--- src/rtl/scratch_pin_defs.vh ---
// What this block does
// Two 8-bit scratch registers, plain read/write
// Reset: first scratch 0x00, second 0x01
// Link controllers define any message protocol
// Unowned pins drive global level when output
// Global pair selects functional/tristate/force modes
// Pin settings override global settings
// Global direction bit 5, enable bit 4
// Pin nine drives level when locally output; code drives pin_nine_func_out instead while remote_ctrl_en is high
// Pin nine pair selects functional/tristate/gp modes
// Pin nine direction bit 1, enable 0
// Reserved bits 6 and 2 read zero
//
// Purpose: offsets, fields and reset values of the scratch and pin config slice
// Assumes: 8-bit register access at byte offsets
// Notes:   definitions only
`ifndef SCRATCH_PIN_DEFS_VH
`define SCRATCH_PIN_DEFS_VH
`define SCR0_OFFSET     8'h18
`define SCR1_OFFSET     8'h19
`define PINCFG_OFFSET   8'h1A
`define SCR0_RESET      8'h00
`define SCR1_RESET      8'h01
`define PINCFG_RESET    8'h00
`define PINCFG_WMASK    8'hBB
`define GLB_LEVEL_BIT   7
`define GLB_DIR_BIT     5
`define GLB_EN_BIT      4
`define P9_LEVEL_BIT    3
`define P9_DIR_BIT      1
`define P9_EN_BIT       0
`define MODE_FUNC       2'b00
`define MODE_TRI        2'b10
`define MODE_OUT        2'b01
`define MODE_IN         2'b11
`endif

--- src/rtl/scratch_pin_regs.v ---
// Purpose: scratch registers and pin nine / global pin configuration
// Assumes: register port strobes are synchronous to sys_clk
// Notes:   pin_nine_oe_n is active low, all_pins_drive_en is active high
`default_nettype none
`include "scratch_pin_defs.vh"
module scratch_pin_regs (
    input  wire       sys_clk,
    input  wire       srst,
    input  wire       reg_wr,
    input  wire       reg_rd,
    input  wire [7:0] reg_addr,
    input  wire [7:0] reg_wdata,
    output reg  [7:0] reg_rdata_q,
    input  wire       remote_ctrl_en,
    input  wire       pin_nine_func_out,
    input  wire       pin_nine_in,
    output reg        pin_nine_out,
    output reg        pin_nine_oe_n,
    output reg        pin_nine_input_q,
    output wire       all_pins_drive_level,
    output wire       all_pins_func_sel,
    output wire       all_pins_drive_en,
    output wire       all_pins_input_sel
);
    ////////////////////////////////////////////////////////////////////////
    reg  [7:0] scratch0_q;
    reg  [7:0] scratch1_q;
    reg  [7:0] pincfg_q;
    reg        pin_in_s1_q;
    reg        pin_in_s2_q;
    wire       p9_func;
    wire       p9_drive;
    wire       p9_input;
    wire       p9_owned;

    // Scratch storage
    always @(posedge sys_clk) begin
        if (srst) begin
            scratch0_q <= `SCR0_RESET;
            scratch1_q <= `SCR1_RESET;
            pincfg_q   <= `PINCFG_RESET;
        end else if (reg_wr) begin
            if (reg_addr == `SCR0_OFFSET) begin
                scratch0_q <= reg_wdata;
            end else if (reg_addr == `SCR1_OFFSET) begin
                scratch1_q <= reg_wdata;
            end else if (reg_addr == `PINCFG_OFFSET) begin
                // Reserved bits masked
                pincfg_q <= reg_wdata & `PINCFG_WMASK;
            end
        end
    end

    // Read data held until next read; unmapped offsets read zero
    always @(posedge sys_clk) begin
        if (srst) begin
            reg_rdata_q <= 8'h00;
        end else if (reg_rd) begin
            if (reg_addr == `SCR0_OFFSET) begin
                reg_rdata_q <= scratch0_q;
            end else if (reg_addr == `SCR1_OFFSET) begin
                reg_rdata_q <= scratch1_q;
            end else if (reg_addr == `PINCFG_OFFSET) begin
                reg_rdata_q <= pincfg_q & `PINCFG_WMASK;
            end else begin
                reg_rdata_q <= 8'h00;
            end
        end
    end

    ////////////////////////////////////////////////////////////////////////
    // Global mode pair
    pad_mode_decode u_global (
        .mode_pair (pincfg_q[`GLB_DIR_BIT:`GLB_EN_BIT]),
        .func_sel  (all_pins_func_sel),
        .drive_en  (all_pins_drive_en),
        .input_sel (all_pins_input_sel)
    );
    // Global level for unowned pins
    assign all_pins_drive_level = pincfg_q[`GLB_LEVEL_BIT];

    // Pin nine mode pair
    pad_mode_decode u_pin_nine (
        .mode_pair ({pincfg_q[`P9_DIR_BIT], pincfg_q[`P9_EN_BIT]}),
        .func_sel  (p9_func),
        .drive_en  (p9_drive),
        .input_sel (p9_input)
    );
    // Pin counts as owned once its own pair is non-zero
    assign p9_owned = pincfg_q[`P9_DIR_BIT] | pincfg_q[`P9_EN_BIT];

    ////////////////////////////////////////////////////////////////////////
    // Pad drive selection
    always @* begin
        pin_nine_out  = pin_nine_func_out;
        pin_nine_oe_n = 1'b0;
        if (p9_owned) begin
            pin_nine_oe_n = ~p9_drive;
            if (!p9_func && !remote_ctrl_en) begin
                pin_nine_out = pincfg_q[`P9_LEVEL_BIT];
            end
        end else if (!all_pins_func_sel) begin
            pin_nine_oe_n = ~all_pins_drive_en;
            pin_nine_out  = pincfg_q[`GLB_LEVEL_BIT];
        end
    end

    // Pad input synchronised before use
    always @(posedge sys_clk) begin
        if (srst) begin
            pin_in_s1_q      <= 1'b0;
            pin_in_s2_q      <= 1'b0;
            pin_nine_input_q <= 1'b0;
        end else begin
            pin_in_s1_q      <= pin_nine_in;
            pin_in_s2_q      <= pin_in_s1_q;
            pin_nine_input_q <= (p9_input | (~p9_owned & all_pins_input_sel)) & pin_in_s2_q;
        end
    end
endmodule
`default_nettype wire

--- src/rtl/pad_mode_decode.v ---
// Purpose: turns a {direction, enable} pair into pad controls
// Assumes: pair coding shared by global and per-pin fields
// Notes:   combinational
`default_nettype none
`include "scratch_pin_defs.vh"
module pad_mode_decode (
    input  wire [1:0] mode_pair,
    output reg        func_sel,
    output reg        drive_en,
    output reg        input_sel
);
    // Pair decoding
    always @* begin
        func_sel  = 1'b0;
        drive_en  = 1'b0;
        input_sel = 1'b0;
        case (mode_pair)
            `MODE_FUNC: begin
                func_sel = 1'b1;
                drive_en = 1'b1;
            end
            `MODE_OUT: drive_en = 1'b1;
            `MODE_IN: input_sel = 1'b1;
            default: drive_en = 1'b0;
        endcase
    end
endmodule
`default_nettype wire

--- config.mk ---
export PLATFORM = sky130hd
export DESIGN_NAME = scratch_pin_regs
export DESIGN_NICKNAME = d
export VERILOG_FILES = /design/src/rtl/scratch_pin_regs.v /design/src/rtl/pad_mode_decode.v
export VERILOG_INCLUDE_DIRS = /design/src /design/src/rtl
export SDC_FILE = /design/constraint.sdc
export NUM_CORES = 1
export LEC_CHECK = 0
export BUFFER_PORTS_ARGS = -buffer_cell sky130_fd_sc_hd__buf_2
export CAP_MARGIN = 20
export CELL_PAD_IN_SITES_DETAIL_PLACEMENT = 1
export CELL_PAD_IN_SITES_GLOBAL_PLACEMENT = 2
export CORE_MARGIN = 4
export CORE_UTILIZATION = 34
export CTS_CLUSTER_SIZE = 12
export DETAILED_ROUTE_END_ITERATION = 10
export PLACE_DENSITY_LB_ADDON = 0.1
export SYNTH_ARGS = -nofsm -noshare
export SYNTH_HDL_FRONTEND = slang
export SYNTH_SLANG_ARGS = --single-unit
--- constraint.sdc ---
create_clock -name sys_clk -period 3.2 [get_ports sys_clk]
set_clock_uncertainty 0.05 [all_clocks]
set_input_delay 0.64 -clock sys_clk [delete_from_list [all_inputs] [get_ports sys_clk]]
set_output_delay 0.64 -clock sys_clk [all_outputs]
set_load 0.02 [all_outputs]
==> results_dict.tcl, run 1 <==
set metrics [dict create \
    drv_cap 0 \
    setup_ws_ns 0.8572 \
    ctsResizeCount 0 \
    grt_start_max_net_pins 42 \
    coreArea_sq_um 4444 \
    syn_avg_cell_area_sq_um 9.779 \
    first_pass_iters 2 \
    antenna_found_initial 0 \
    die_y_microns 76.47 \
    wl_mm 4.076 \
    p_sw_mw 0.1733 \
    gp_congestion 0.6920 \
    io-pin-count 38 \
    drive_above_1_share 0.2513 \
    setup_viol 0 \
    diodes 0 \
    grt_pass1_wl_mm 6.927 \
    path_cells "nor2_1 > mux2_2 > a211oi_1 > buf_2" \
    status "finished, final reports clean" \
    detail_route.wl_per_cell_microns 16.24 \
    via_count 1323 \
    clock_sinks 33 \
    crit_required_ns 2.51 \
    seq_power_share 0.538 \
    post_cts_buffers 0 \
    insertion_delay_ns 0.28 \
    die_w_microns 76.47 \
    synth-edff-count 0 \
    p_leak_nw 0.7917 \
    rows 24 \
    dp.final_hpwl_mm 3.182 \
    final_common_cell "buf_2" \
    power_frac_clock 0.380 \
    final_cell_mix "37 x buf_2, 33 x dfxtp_1, 27 x nand2b_1, 24 x mux2i_1, 8 x inv_1" \
    crit_fanout 6 \
    endpoint_kind "output port" \
    p_int_mw 0.5934 \
    crit_path_start_kind "flop" \
    fin_nets 221 \
    fmax_ghz 0.4268 \
    cts_root_buf "clkbuf_8" \
    synth_cell_types 33 \
    cts_tree "built" \
    power_density_nw_per_um2 406.1 \
    critPathSlowestCell "dfxtp_1" \
    hp-class "reg2reg" \
    post_drt_via_cell_ratio 5.271 \
    yosysWarnings 0 \
    fill_cells 526 \
    hold_viol 0 \
    pre_cts_slack_ns 0.9903 \
    gr-usage-all-layers 0.1492 \
    multi_input_area_sq_um 867.1 \
    synth-seq-area-share 0.4144 \
    gr-total-overflow 0 \
    tightestPinTransition_ns 0.7025 \
    setup_tns_ns 0 \
    drtAntennaViolNets 0 \
    synth_nets 186 \
    fin_crit_sh 0.7321 \
    min_period_ns 2.343 \
    die_area_sq_um 5848 \
    synth-async-reset-ratio 0 \
    regArea_sq_um 660.6 \
    synthCells 163 \
    clk_pin_slew_ns 0.06 \
    clockBufferDepth 2 \
    critPathMaxStageDelay_ns 0.37 \
    cts_buffers 5 \
    switching_share 0.2261 \
    crit_type "reg2out" \
    h-tree-depth 2 \
    syn_area_sq_um 1594 \
    rsz0062_at_grt "no" \
    cp.arrival_ns 1.65 \
    grt_pass1_vias 1419 \
    peakVddDrop_mv 0.2586 \
    slew_violations 0 \
    slew_headroom 0.5251 \
    syn_to_final_growth_pct 18.45 \
    drcViolationCount 0 \
    dr.first_iter.drc_count 19 \
    ys_ff_latch 33 \
    combPwrFrac 0.081 \
    start_util 0.3587 \
    hold_buffers 0 \
    synthFlopType "dfxtp_1" \
    portBuffers 37 \
]
per-stage QoR:
| step | util | cell area, sq um | power (mW) | instances | hold WS [ns] |
|---|---|---|---|---|---|
| final | 0.4248 | 1888 | 0.7667 | 251 | 0.3939 |
| after global routing | 0.4248 | 1888 | 0.8083 | 251 | 0.4146 |
| after CTS | 0.4248 | 1888 | 0.7790 | 251 | 0.4050 |
| after detailed placement | 0.4068 | 1808 | 0.4854 | 243 | 0.3831 |
| after global placement | 0.4068 | 1808 | 0.4828 | 243 | 0.3767 |
| after floorplan | - | 1594 | 0.4602 | 163 | 0.3625 |
synth_stat cells, types with 2 or more instances:
cell       instances  share of area
mux2i_1           24           0.15
inv_1              8          0.019
nor2_1             4         0.0094
nor2b_1            6          0.024
nand2_1            2         0.0047
a2bb2oi_1          6          0.033
o31ai_1            4          0.019
nand4_1            6          0.024
nand3_1            2         0.0063
o32ai_1            6          0.033
a21oi_1            7          0.022
buf_2              2         0.0063
dfxtp_1           33           0.41
mux2_2             3          0.021
clkbuf_1           6          0.014
nand2b_1          27           0.11
layer usage:
layer,part of all wire,vias to the layer above,track usage,wire length [microns]
met4,0.013,0,0.04891,54
met2,0.48,20,0.2522,1962
met3,0.037,7,0.04137,151
met5,0,-,0,0
met1,0.47,632,0.1821,1908
li1,-,664,-,-
state kept, by name, indices dropped and copies added, names as in the netlist:
name	count
scratch0_q	8
scratch1_q	8
pin_nine_input_q	1
pin_in_s1_q	1
pincfg_q	6
reg_rdata_q	8
pin_in_s2_q	1
final timing paths:
path                                   start  slack [ns]  depth (start not counted)                          end
setup / recovery    pincfg_q[0]$_SDFFE_PP0P_        0.86                          4                 pin_nine_out
hold reg to reg       pin_in_s1_q$_SDFF_PP0_        0.39                          1       pin_in_s2_q$_SDFF_PP0_
hold / removal        pin_in_s1_q$_SDFF_PP0_        0.39                          1       pin_in_s2_q$_SDFF_PP0_
setup reg to reg  scratch1_q[0]$_SDFFE_PP1P_        2.15                          3  reg_rdata_q[0]$_SDFFE_PP0P_
area by class of cell:
| type | instances | area share |
|---|---|---|
| tap | 52 | 0.03446 |
| timing repair buffer | 37 | 0.09808 |
| inverter | 8 | 0.01590 |
| multi-input combinational | 113 | 0.4592 |
| sequential | 33 | 0.3499 |
| clock buffer | 8 | 0.04241 |
kinds of logic (layout without fill, tap and decap cells):
logic type             count (synthesis)  count (layout)  synth area share
AO/OA/AOI/OAI                         25              25            0.1162
flip-flops                            33              33            0.4144
AND/OR/NAND/NOR                       61              61            0.2559
buffers and inverters                 17              53           0.04160
multiplexers                          27              27            0.1719
critical path: cells and delay by family (launching register included):
family                 cells  cell delay (ns)
flip-flops                 1             0.37
multiplexers               1             0.36
AO/OA/AOI/OAI              1             0.24
AND/OR/NAND/NOR            1             0.21
buffers and inverters      1             0.21
power by group through the flow:
| stage | sequential [mW] | combinational [mW] | clock, mW |
|---|---|---|---|
| finish | 0.413 | 0.0625 | 0.291 |
| global route | 0.413 | 0.0686 | 0.327 |
| CTS | 0.413 | 0.0635 | 0.303 |
| detailed placement | 0.422 | 0.0634 | 0 |
| global placement | 0.422 | 0.0609 | 0 |
| floorplan | 0.422 | 0.0383 | 0 |
No activity file was read; power rests on OpenSTA's default activity.
==> run 2, diff against run 1 <==
- ABC_AREA: not set -> 1
- CORE_UTILIZATION: 34 -> 29
- clock period: 3.2 -> 2.4 ns (I/O delays scaled with it)
==> run 2 against run 1 <==
Compared with the run above: global-route usage is 0.40 points lower; critical path depth stayed put; highest routed layer unchanged; sequential share of layout area is 0.093 points higher; wire length is 8.9% higher; cell count is 29% higher; count of clock-buffer cells in the layout is 2 lower; via count is 12% higher; register-to-register slack worse by 0.71 ns; synthesized cell count is 33% higher; largest power group unchanged; clock power is 40% higher; cell area is 0.26% lower; power is 37% higher.
==> results_dict.tcl, run 2 <==
set metrics [dict create \
    status "finished, final reports clean" \
    critPathTopFamily "flip-flops" \
    synthFlopType "dfxtp_1" \
    p_total_mw 1.049 \
    crit_path_start_kind "flop" \
    synthCells 217 \
    hp-class "in2reg" \
    grt_pass1_wl_mm 7.355 \
    grt_start_max_net_pins 24 \
    portBuffers 37 \
    synth-async-reset-ratio 0 \
    synth_xor_area_frac 0 \
    yosysMostFrequentCell "nand2_1" \
    hold_buffers 0 \
    syn_to_final_growth_pct 17.85 \
    critPathSlowestCell "dfxtp_1" \
    cts_root_buf "clkbuf_8" \
    gr-usage-all-layers 0.1452 \
    rows 26 \
    use_met1 0.1989 \
    crit_required_ns 1.87 \
    design_area_sq_um 1883 \
    drtAntennaViolNets 0 \
    hold_path_depth 3 \
    cts_tree "built" \
    endpoint_kind "output port" \
    syn_area_sq_um 1598 \
    grt_pass1_vias 1458 \
    drv_cap 0 \
    rsz0062_at_grt "no" \
    crit_type "reg2out" \
    fin_nets 275 \
    synth-seq-area-share 0.4135 \
    placed_area_sq_um 1800 \
    yosys.area_share.adder 0 \
    reg2reg_slack_ns 1.44 \
    path_buf_inv 1 \
    die_area_sq_um 6761 \
    synth_cell_types 26 \
    drcViolationCount 0 \
    fmax_ghz 0.5539 \
    synth_top_family_by_area "simple AND/OR/NAND/NOR gates" \
    synth_nets 240 \
    setup_viol 0 \
    post_drt_via_cell_ratio 4.582 \
    worstHoldEndpoint "pin_in_s1_q$_SDFF_PP0_" \
    die_w_microns 82.23 \
    instances_no_fill 323 \
    gr-total-overflow 0 \
    min_period_ns 1.805 \
    detail_route.wl_per_cell_microns 13.74 \
    final_util 0.3595 \
    clockBufferDepth 2 \
    cp.arrival_ns 1.28 \
    wl_mm 4.439 \
    clk_pin_slew_ns 0.07 \
    tightestPinTransition_ns 0.4021 \
    clock_sinks 33 \
    via_count 1480 \
    slew_violations 0 \
    ys_ff_latch 33 \
    fill_cells 677 \
    synthTopCellsByArea "dfxtp_1 41%, nand3_1 9.7%, nand2_1 9.4%" \
    synth-edff-count 0 \
    syn_avg_cell_area_sq_um 7.363 \
    post_cts_buffers 0 \
    antenna_found_initial 0 \
    final_cell_mix "40 x nand2_1, 37 x buf_2, 33 x dfxtp_1, 31 x nand3_1, 24 x inv_1" \
    r2r-end "reg_rdata_q[4]$_SDFFE_PP0P_" \
    first_pass_iters 4 \
    insertion_delay_ns 0.29 \
    ff2ff_path_depth 4 \
    synth_top_area_frac 0.4135 \
    yosysTopAreaCell "dfxtp_1" \
    p_leak_nw 0.8763 \
    synth_compound_area_frac 0.1182 \
    final_common_cell "nand2_1" \
    diodes 0 \
    gp_congestion 0.7694 \
    met3_usage 0.03362 \
    coreArea_sq_um 5238 \
    placed_cells 315 \
    die_y_microns 82.23 \
    crit_cells 4 \
    path_cells "nor2_1 > o21ai_0 > o22ai_1 > buf_2" \
    cts_buffers 5 \
    gr-max-usage-layer "met2" \
    io-pin-count 38 \
    slew_headroom 0.7316 \
    largestRegisters "reg_rdata_q: 8 flops, scratch0_q: 8 flops, scratch1_q: 8 flops" \
    drive_above_1_share 0.2292 \
    critPathMaxStageDelay_ns 0.35 \
    h-tree-depth 2 \
    start_util 0.3051 \
    min_from "pin_nine_in" \
    crit_fanout 5 \
    gr-usage-met2 0.2228 \
    yosys-top-cells-count "40 x nand2_1, 33 x dfxtp_1, 31 x nand3_1" \
    synthSimpleGateAreaFrac 0.3500 \
    dr.first_iter.drc_count 71 \
    fin_crit_sh 0.7522 \
    hold_viol 0 \
    dp.final_hpwl_mm 3.338 \
    power_density_nw_per_um2 557.1 \
    muxShareOfSynthArea 0.006265 \
    ctsResizeCount 0 \
    peakVddDrop_mv 0.2159 \
    yosysWarnings 0 \
    setup_tns_ns 0 \
    r2r_start "pincfg_q[4]$_SDFFE_PP0P_" \
]
run 2: per-stage QoR:
stage,worst slack (ns),hold WS [ns]
after floorplan,0.7142,0.3383
after detailed placement,0.5066,0.3517
after global routing,0.4310,0.3580
after global placement,0.5277,0.3540
final,0.5946,0.3531
after CTS,0.5742,0.3461
run 2: cells by family after synthesis:
logic type      Yosys count
compound gates           37
buf+inv                  37
mux                       1
simple gates            109
flops                    33
run 2: per-layer routing:
layer | part of all wire | vias up
li1 | - | 771
met1 | 0.49 | 671
met2 | 0.45 | 31
met3 | 0.048 | 7
met4 | 0.014 | 0
met5 | 0 | -
run 2: worst max path at each step:
stage                              from                          to  slack, ns
4_1_cts        pincfg_q[0]$_SDFFE_PP0P_                pin_nine_out       0.57
2_1_floorplan  pincfg_q[4]$_SDFFE_PP0P_                pin_nine_out       0.71
3_3_place_gp                reg_addr[6]  scratch0_q[4]$_SDFFE_PP0P_       0.53
6_report       pincfg_q[0]$_SDFFE_PP0P_                pin_nine_out       0.59
3_5_place_dp                reg_addr[6]  scratch0_q[4]$_SDFFE_PP0P_       0.51
5_1_grt        pincfg_q[0]$_SDFFE_PP0P_                pin_nine_out       0.43
run 2: report_power, final:
| group | total, mW | internal (mW) | leakage, nW | switching (mW) |
|---|---|---|---|---|
| logic | 0.0882 | 0.0288 | 0.565 | 0.0594 |
| clock network | 0.408 | 0.201 | 0.0450 | 0.207 |
| registers | 0.553 | 0.551 | 0.267 | 0.00166 |
| total | 1.05 | 0.781 | 0.876 | 0.268 |
run 2: worst register-to-register path, delay by kind of cell, from the launching register on:
| family | cells | cell delay, ns |
|---|---|---|
| flip-flops | 1 | 0.43 |
| AND/OR/NAND/NOR | 3 | 0.32 |
| AO/OA/AOI/OAI | 1 | 0.11 |
run 2: layout make-up:
type	instances	area (sq um)	area share
Timing Repair Buffer	37	185.2	0.09834
Clock inverter	2	10.01	0.005316
Clock buffer	6	72.57	0.03854
Tap cell	70	87.58	0.04651
Inverter	28	108.9	0.05781
Multi-Input combinational cell	147	758.2	0.4027
Sequential cell	33	660.6	0.3508
==> run 3, diff against run 2 <==
- CORE_UTILIZATION: 29 -> 26
- clock period: 2.4 -> 1.5 ns (I/O delays scaled with it)
==> run 3 against run 2 <==
Compared with the run above: critical path depth is the same; largest cell class unchanged; register-to-register slack lost 0.95 ns; die area grew 10%; count of clock-buffer cells in the layout grew 1; sequential share of layout area shrank 2.1 points; highest routed layer unchanged; hold slack lost 0.18 ns; global-route usage shrank 0.62 points; utilization shrank 1.9 points; clock power grew 66%.
==> results_dict.tcl, run 3 (synthesized netlist as in run 2, its figures left out) <==
set metrics [dict create \
    timing.critical_path.from "pincfg_q[4]$_SDFFE_PP0P_" \
    clock_sinks 33 \
    post_drt_via_cell_ratio 4.512 \
    insertion_delay_ns 0.28 \
    r2r-end "reg_rdata_q[0]$_SDFFE_PP0P_" \
    placed_cells 331 \
    drv_cap 0 \
    fin_crit_sh 0.9875 \
    p_total_mw 1.722 \
    die_area_sq_um 7463 \
    cp-endpoint "pin_nine_out" \
    path_buf_inv 1 \
    fmax_ghz 0.6751 \
    critPathMaxStageDelay_ns 0.36 \
    setup_tns_ns 0 \
    cp.arrival_ns 1.13 \
    hp-class "in2reg" \
    cts_buffers 5 \
    min_period_ns 1.481 \
    wl_mm 4.765 \
    syn_to_final_growth_pct 26.94 \
    critPathSlowestCell "dfxtp_2" \
    setup_viol 0 \
    tightestPinTransition_ns 0.3099 \
    power_density_nw_per_um2 849.3 \
    coreArea_sq_um 5956 \
    r2r_start "pincfg_q[0]$_SDFFE_PP0P_" \
    slew_headroom 0.7929 \
    instances_no_fill 338 \
    hold_viol 0 \
    start_util 0.2683 \
    first_pass_iters 4 \
    p_leak_nw 0.9479 \
    detail_route.wl_per_cell_microns 14.10 \
    grt_pass1_vias 1557 \
    clockBufferDepth 2 \
    ff2ff_path_depth 5 \
    antenna_found_initial 0 \
    rows 28 \
    peakVddDrop_mv 0.2508 \
    diodes 0 \
    final_cell_mix "40 x nand2_1, 36 x buf_2, 31 x nand3_1, 29 x dfxtp_1, 24 x inv_1" \
    drtAntennaViolNets 0 \
    final_common_cell "nand2_1" \
    gr-usage-all-layers 0.1390 \
    crit_fanout 5 \
    cts_root_buf "clkbuf_8" \
    fill_cells 757 \
    drive_above_1_share 0.2890 \
    cts_tree "built" \
    die_y_microns 86.39 \
    crit_type "reg2out" \
    largestRegisters "reg_rdata_q: 8 flops, scratch0_q: 8 flops, scratch1_q: 8 flops" \
    slew_violations 0 \
    via_count 1525 \
    path_cells "nor2_4 > o21ai_1 > o22ai_2 > buf_6" \
    endpoint_kind "output port" \
    crit_cells 4 \
    crit_required_ns 1.15 \
    gp_congestion 0.7342 \
    crit_path_start_kind "flop" \
    drcViolationCount 0 \
    dr.first_iter.drc_count 67 \
    status "finished, final reports clean" \
    final_util 0.3405 \
    die_w_microns 86.39 \
    h-tree-depth 2 \
    grt_start_max_net_pins 20 \
    critPathTopFamily "flip-flops" \
    dp.final_hpwl_mm 3.560 \
    grt_pass1_wl_mm 8.024 \
    fin_nets 286 \
    gr-total-overflow 0 \
    clk_pin_slew_ns 0.07 \
    rsz0062_at_grt "yes" \
    portBuffers 37 \
    reg2reg_slack_ns 0.49 \
    io-pin-count 38 \
]
run 3: cell count changes in the layout (fill, tap and decap cells not counted), sizes merged:
cell / change
clkbuf: +1
buf: +11
clkinv: -2
run 3: metrics by stage:
step	cell area, sq um	setup WS (ns)	hold slack (ns)
after global routing	2028	-0.06249	0.1909
after global placement	1908	0.05608	0.3521
after detailed placement	1908	0.04226	0.3537
after floorplan	1604	0.07795	0.3383
after CTS	2009	0.001952	0.1629
final	2028	0.01880	0.1761
run 3: what timing repair did:
item	4_1_cts	5_1_grt
setup endpoints to repair	2	1
resized for setup	8	5
setup buffers	0	0
hold buffers	0	0
pin swaps	1	0
hold endpoints to repair	0	0
run 3: tightest hold or removal path: cells and delay by family:
family,cells,cell delay (ns)
buffers and inverters,2,0.13
and+or+nand+nor,1,0.03
run 3: per-layer routing:
layer	part of all wire	global-route usage
met5	0	0
met4	0.0092	0.04674
met2	0.47	0.2170
met3	0.038	0.03042
met1	0.48	0.1896
run 3: area by class of cell:
| type | count | area [sq um] | share of cell area |
|---|---|---|---|
| Inverter | 28 | 108.9 | 0.05367 |
| Multi-Input combinational cell | 147 | 784.5 | 0.3868 |
| Tap cell | 75 | 93.84 | 0.04627 |
| Clock buffer | 7 | 86.33 | 0.04257 |
| Timing Repair Buffer | 48 | 286.5 | 0.1413 |
| Sequential cell | 33 | 668.1 | 0.3294 |
run 3: worst min-delay path by stage:
stage,cells past startpoint,end,slack (ns),start
2_1_floorplan,2,pin_in_s2_q$_SDFF_PP0_,0.34,pin_in_s1_q$_SDFF_PP0_
3_3_place_gp,2,pin_in_s2_q$_SDFF_PP0_,0.35,pin_in_s1_q$_SDFF_PP0_
3_5_place_dp,2,pin_in_s2_q$_SDFF_PP0_,0.35,pin_in_s1_q$_SDFF_PP0_
4_1_cts,3,pin_in_s1_q$_SDFF_PP0_,0.16,pin_nine_in
5_1_grt,3,pin_in_s1_q$_SDFF_PP0_,0.19,pin_nine_in
6_report,3,pin_in_s1_q$_SDFF_PP0_,0.18,pin_nine_in
run 3: report_power, final:
group	leakage [nW]	internal (mW)	switching (mW)
sequential	0.269	0.881	0.00289
combinational	0.635	0.0591	0.100
clock	0.0443	0.364	0.315
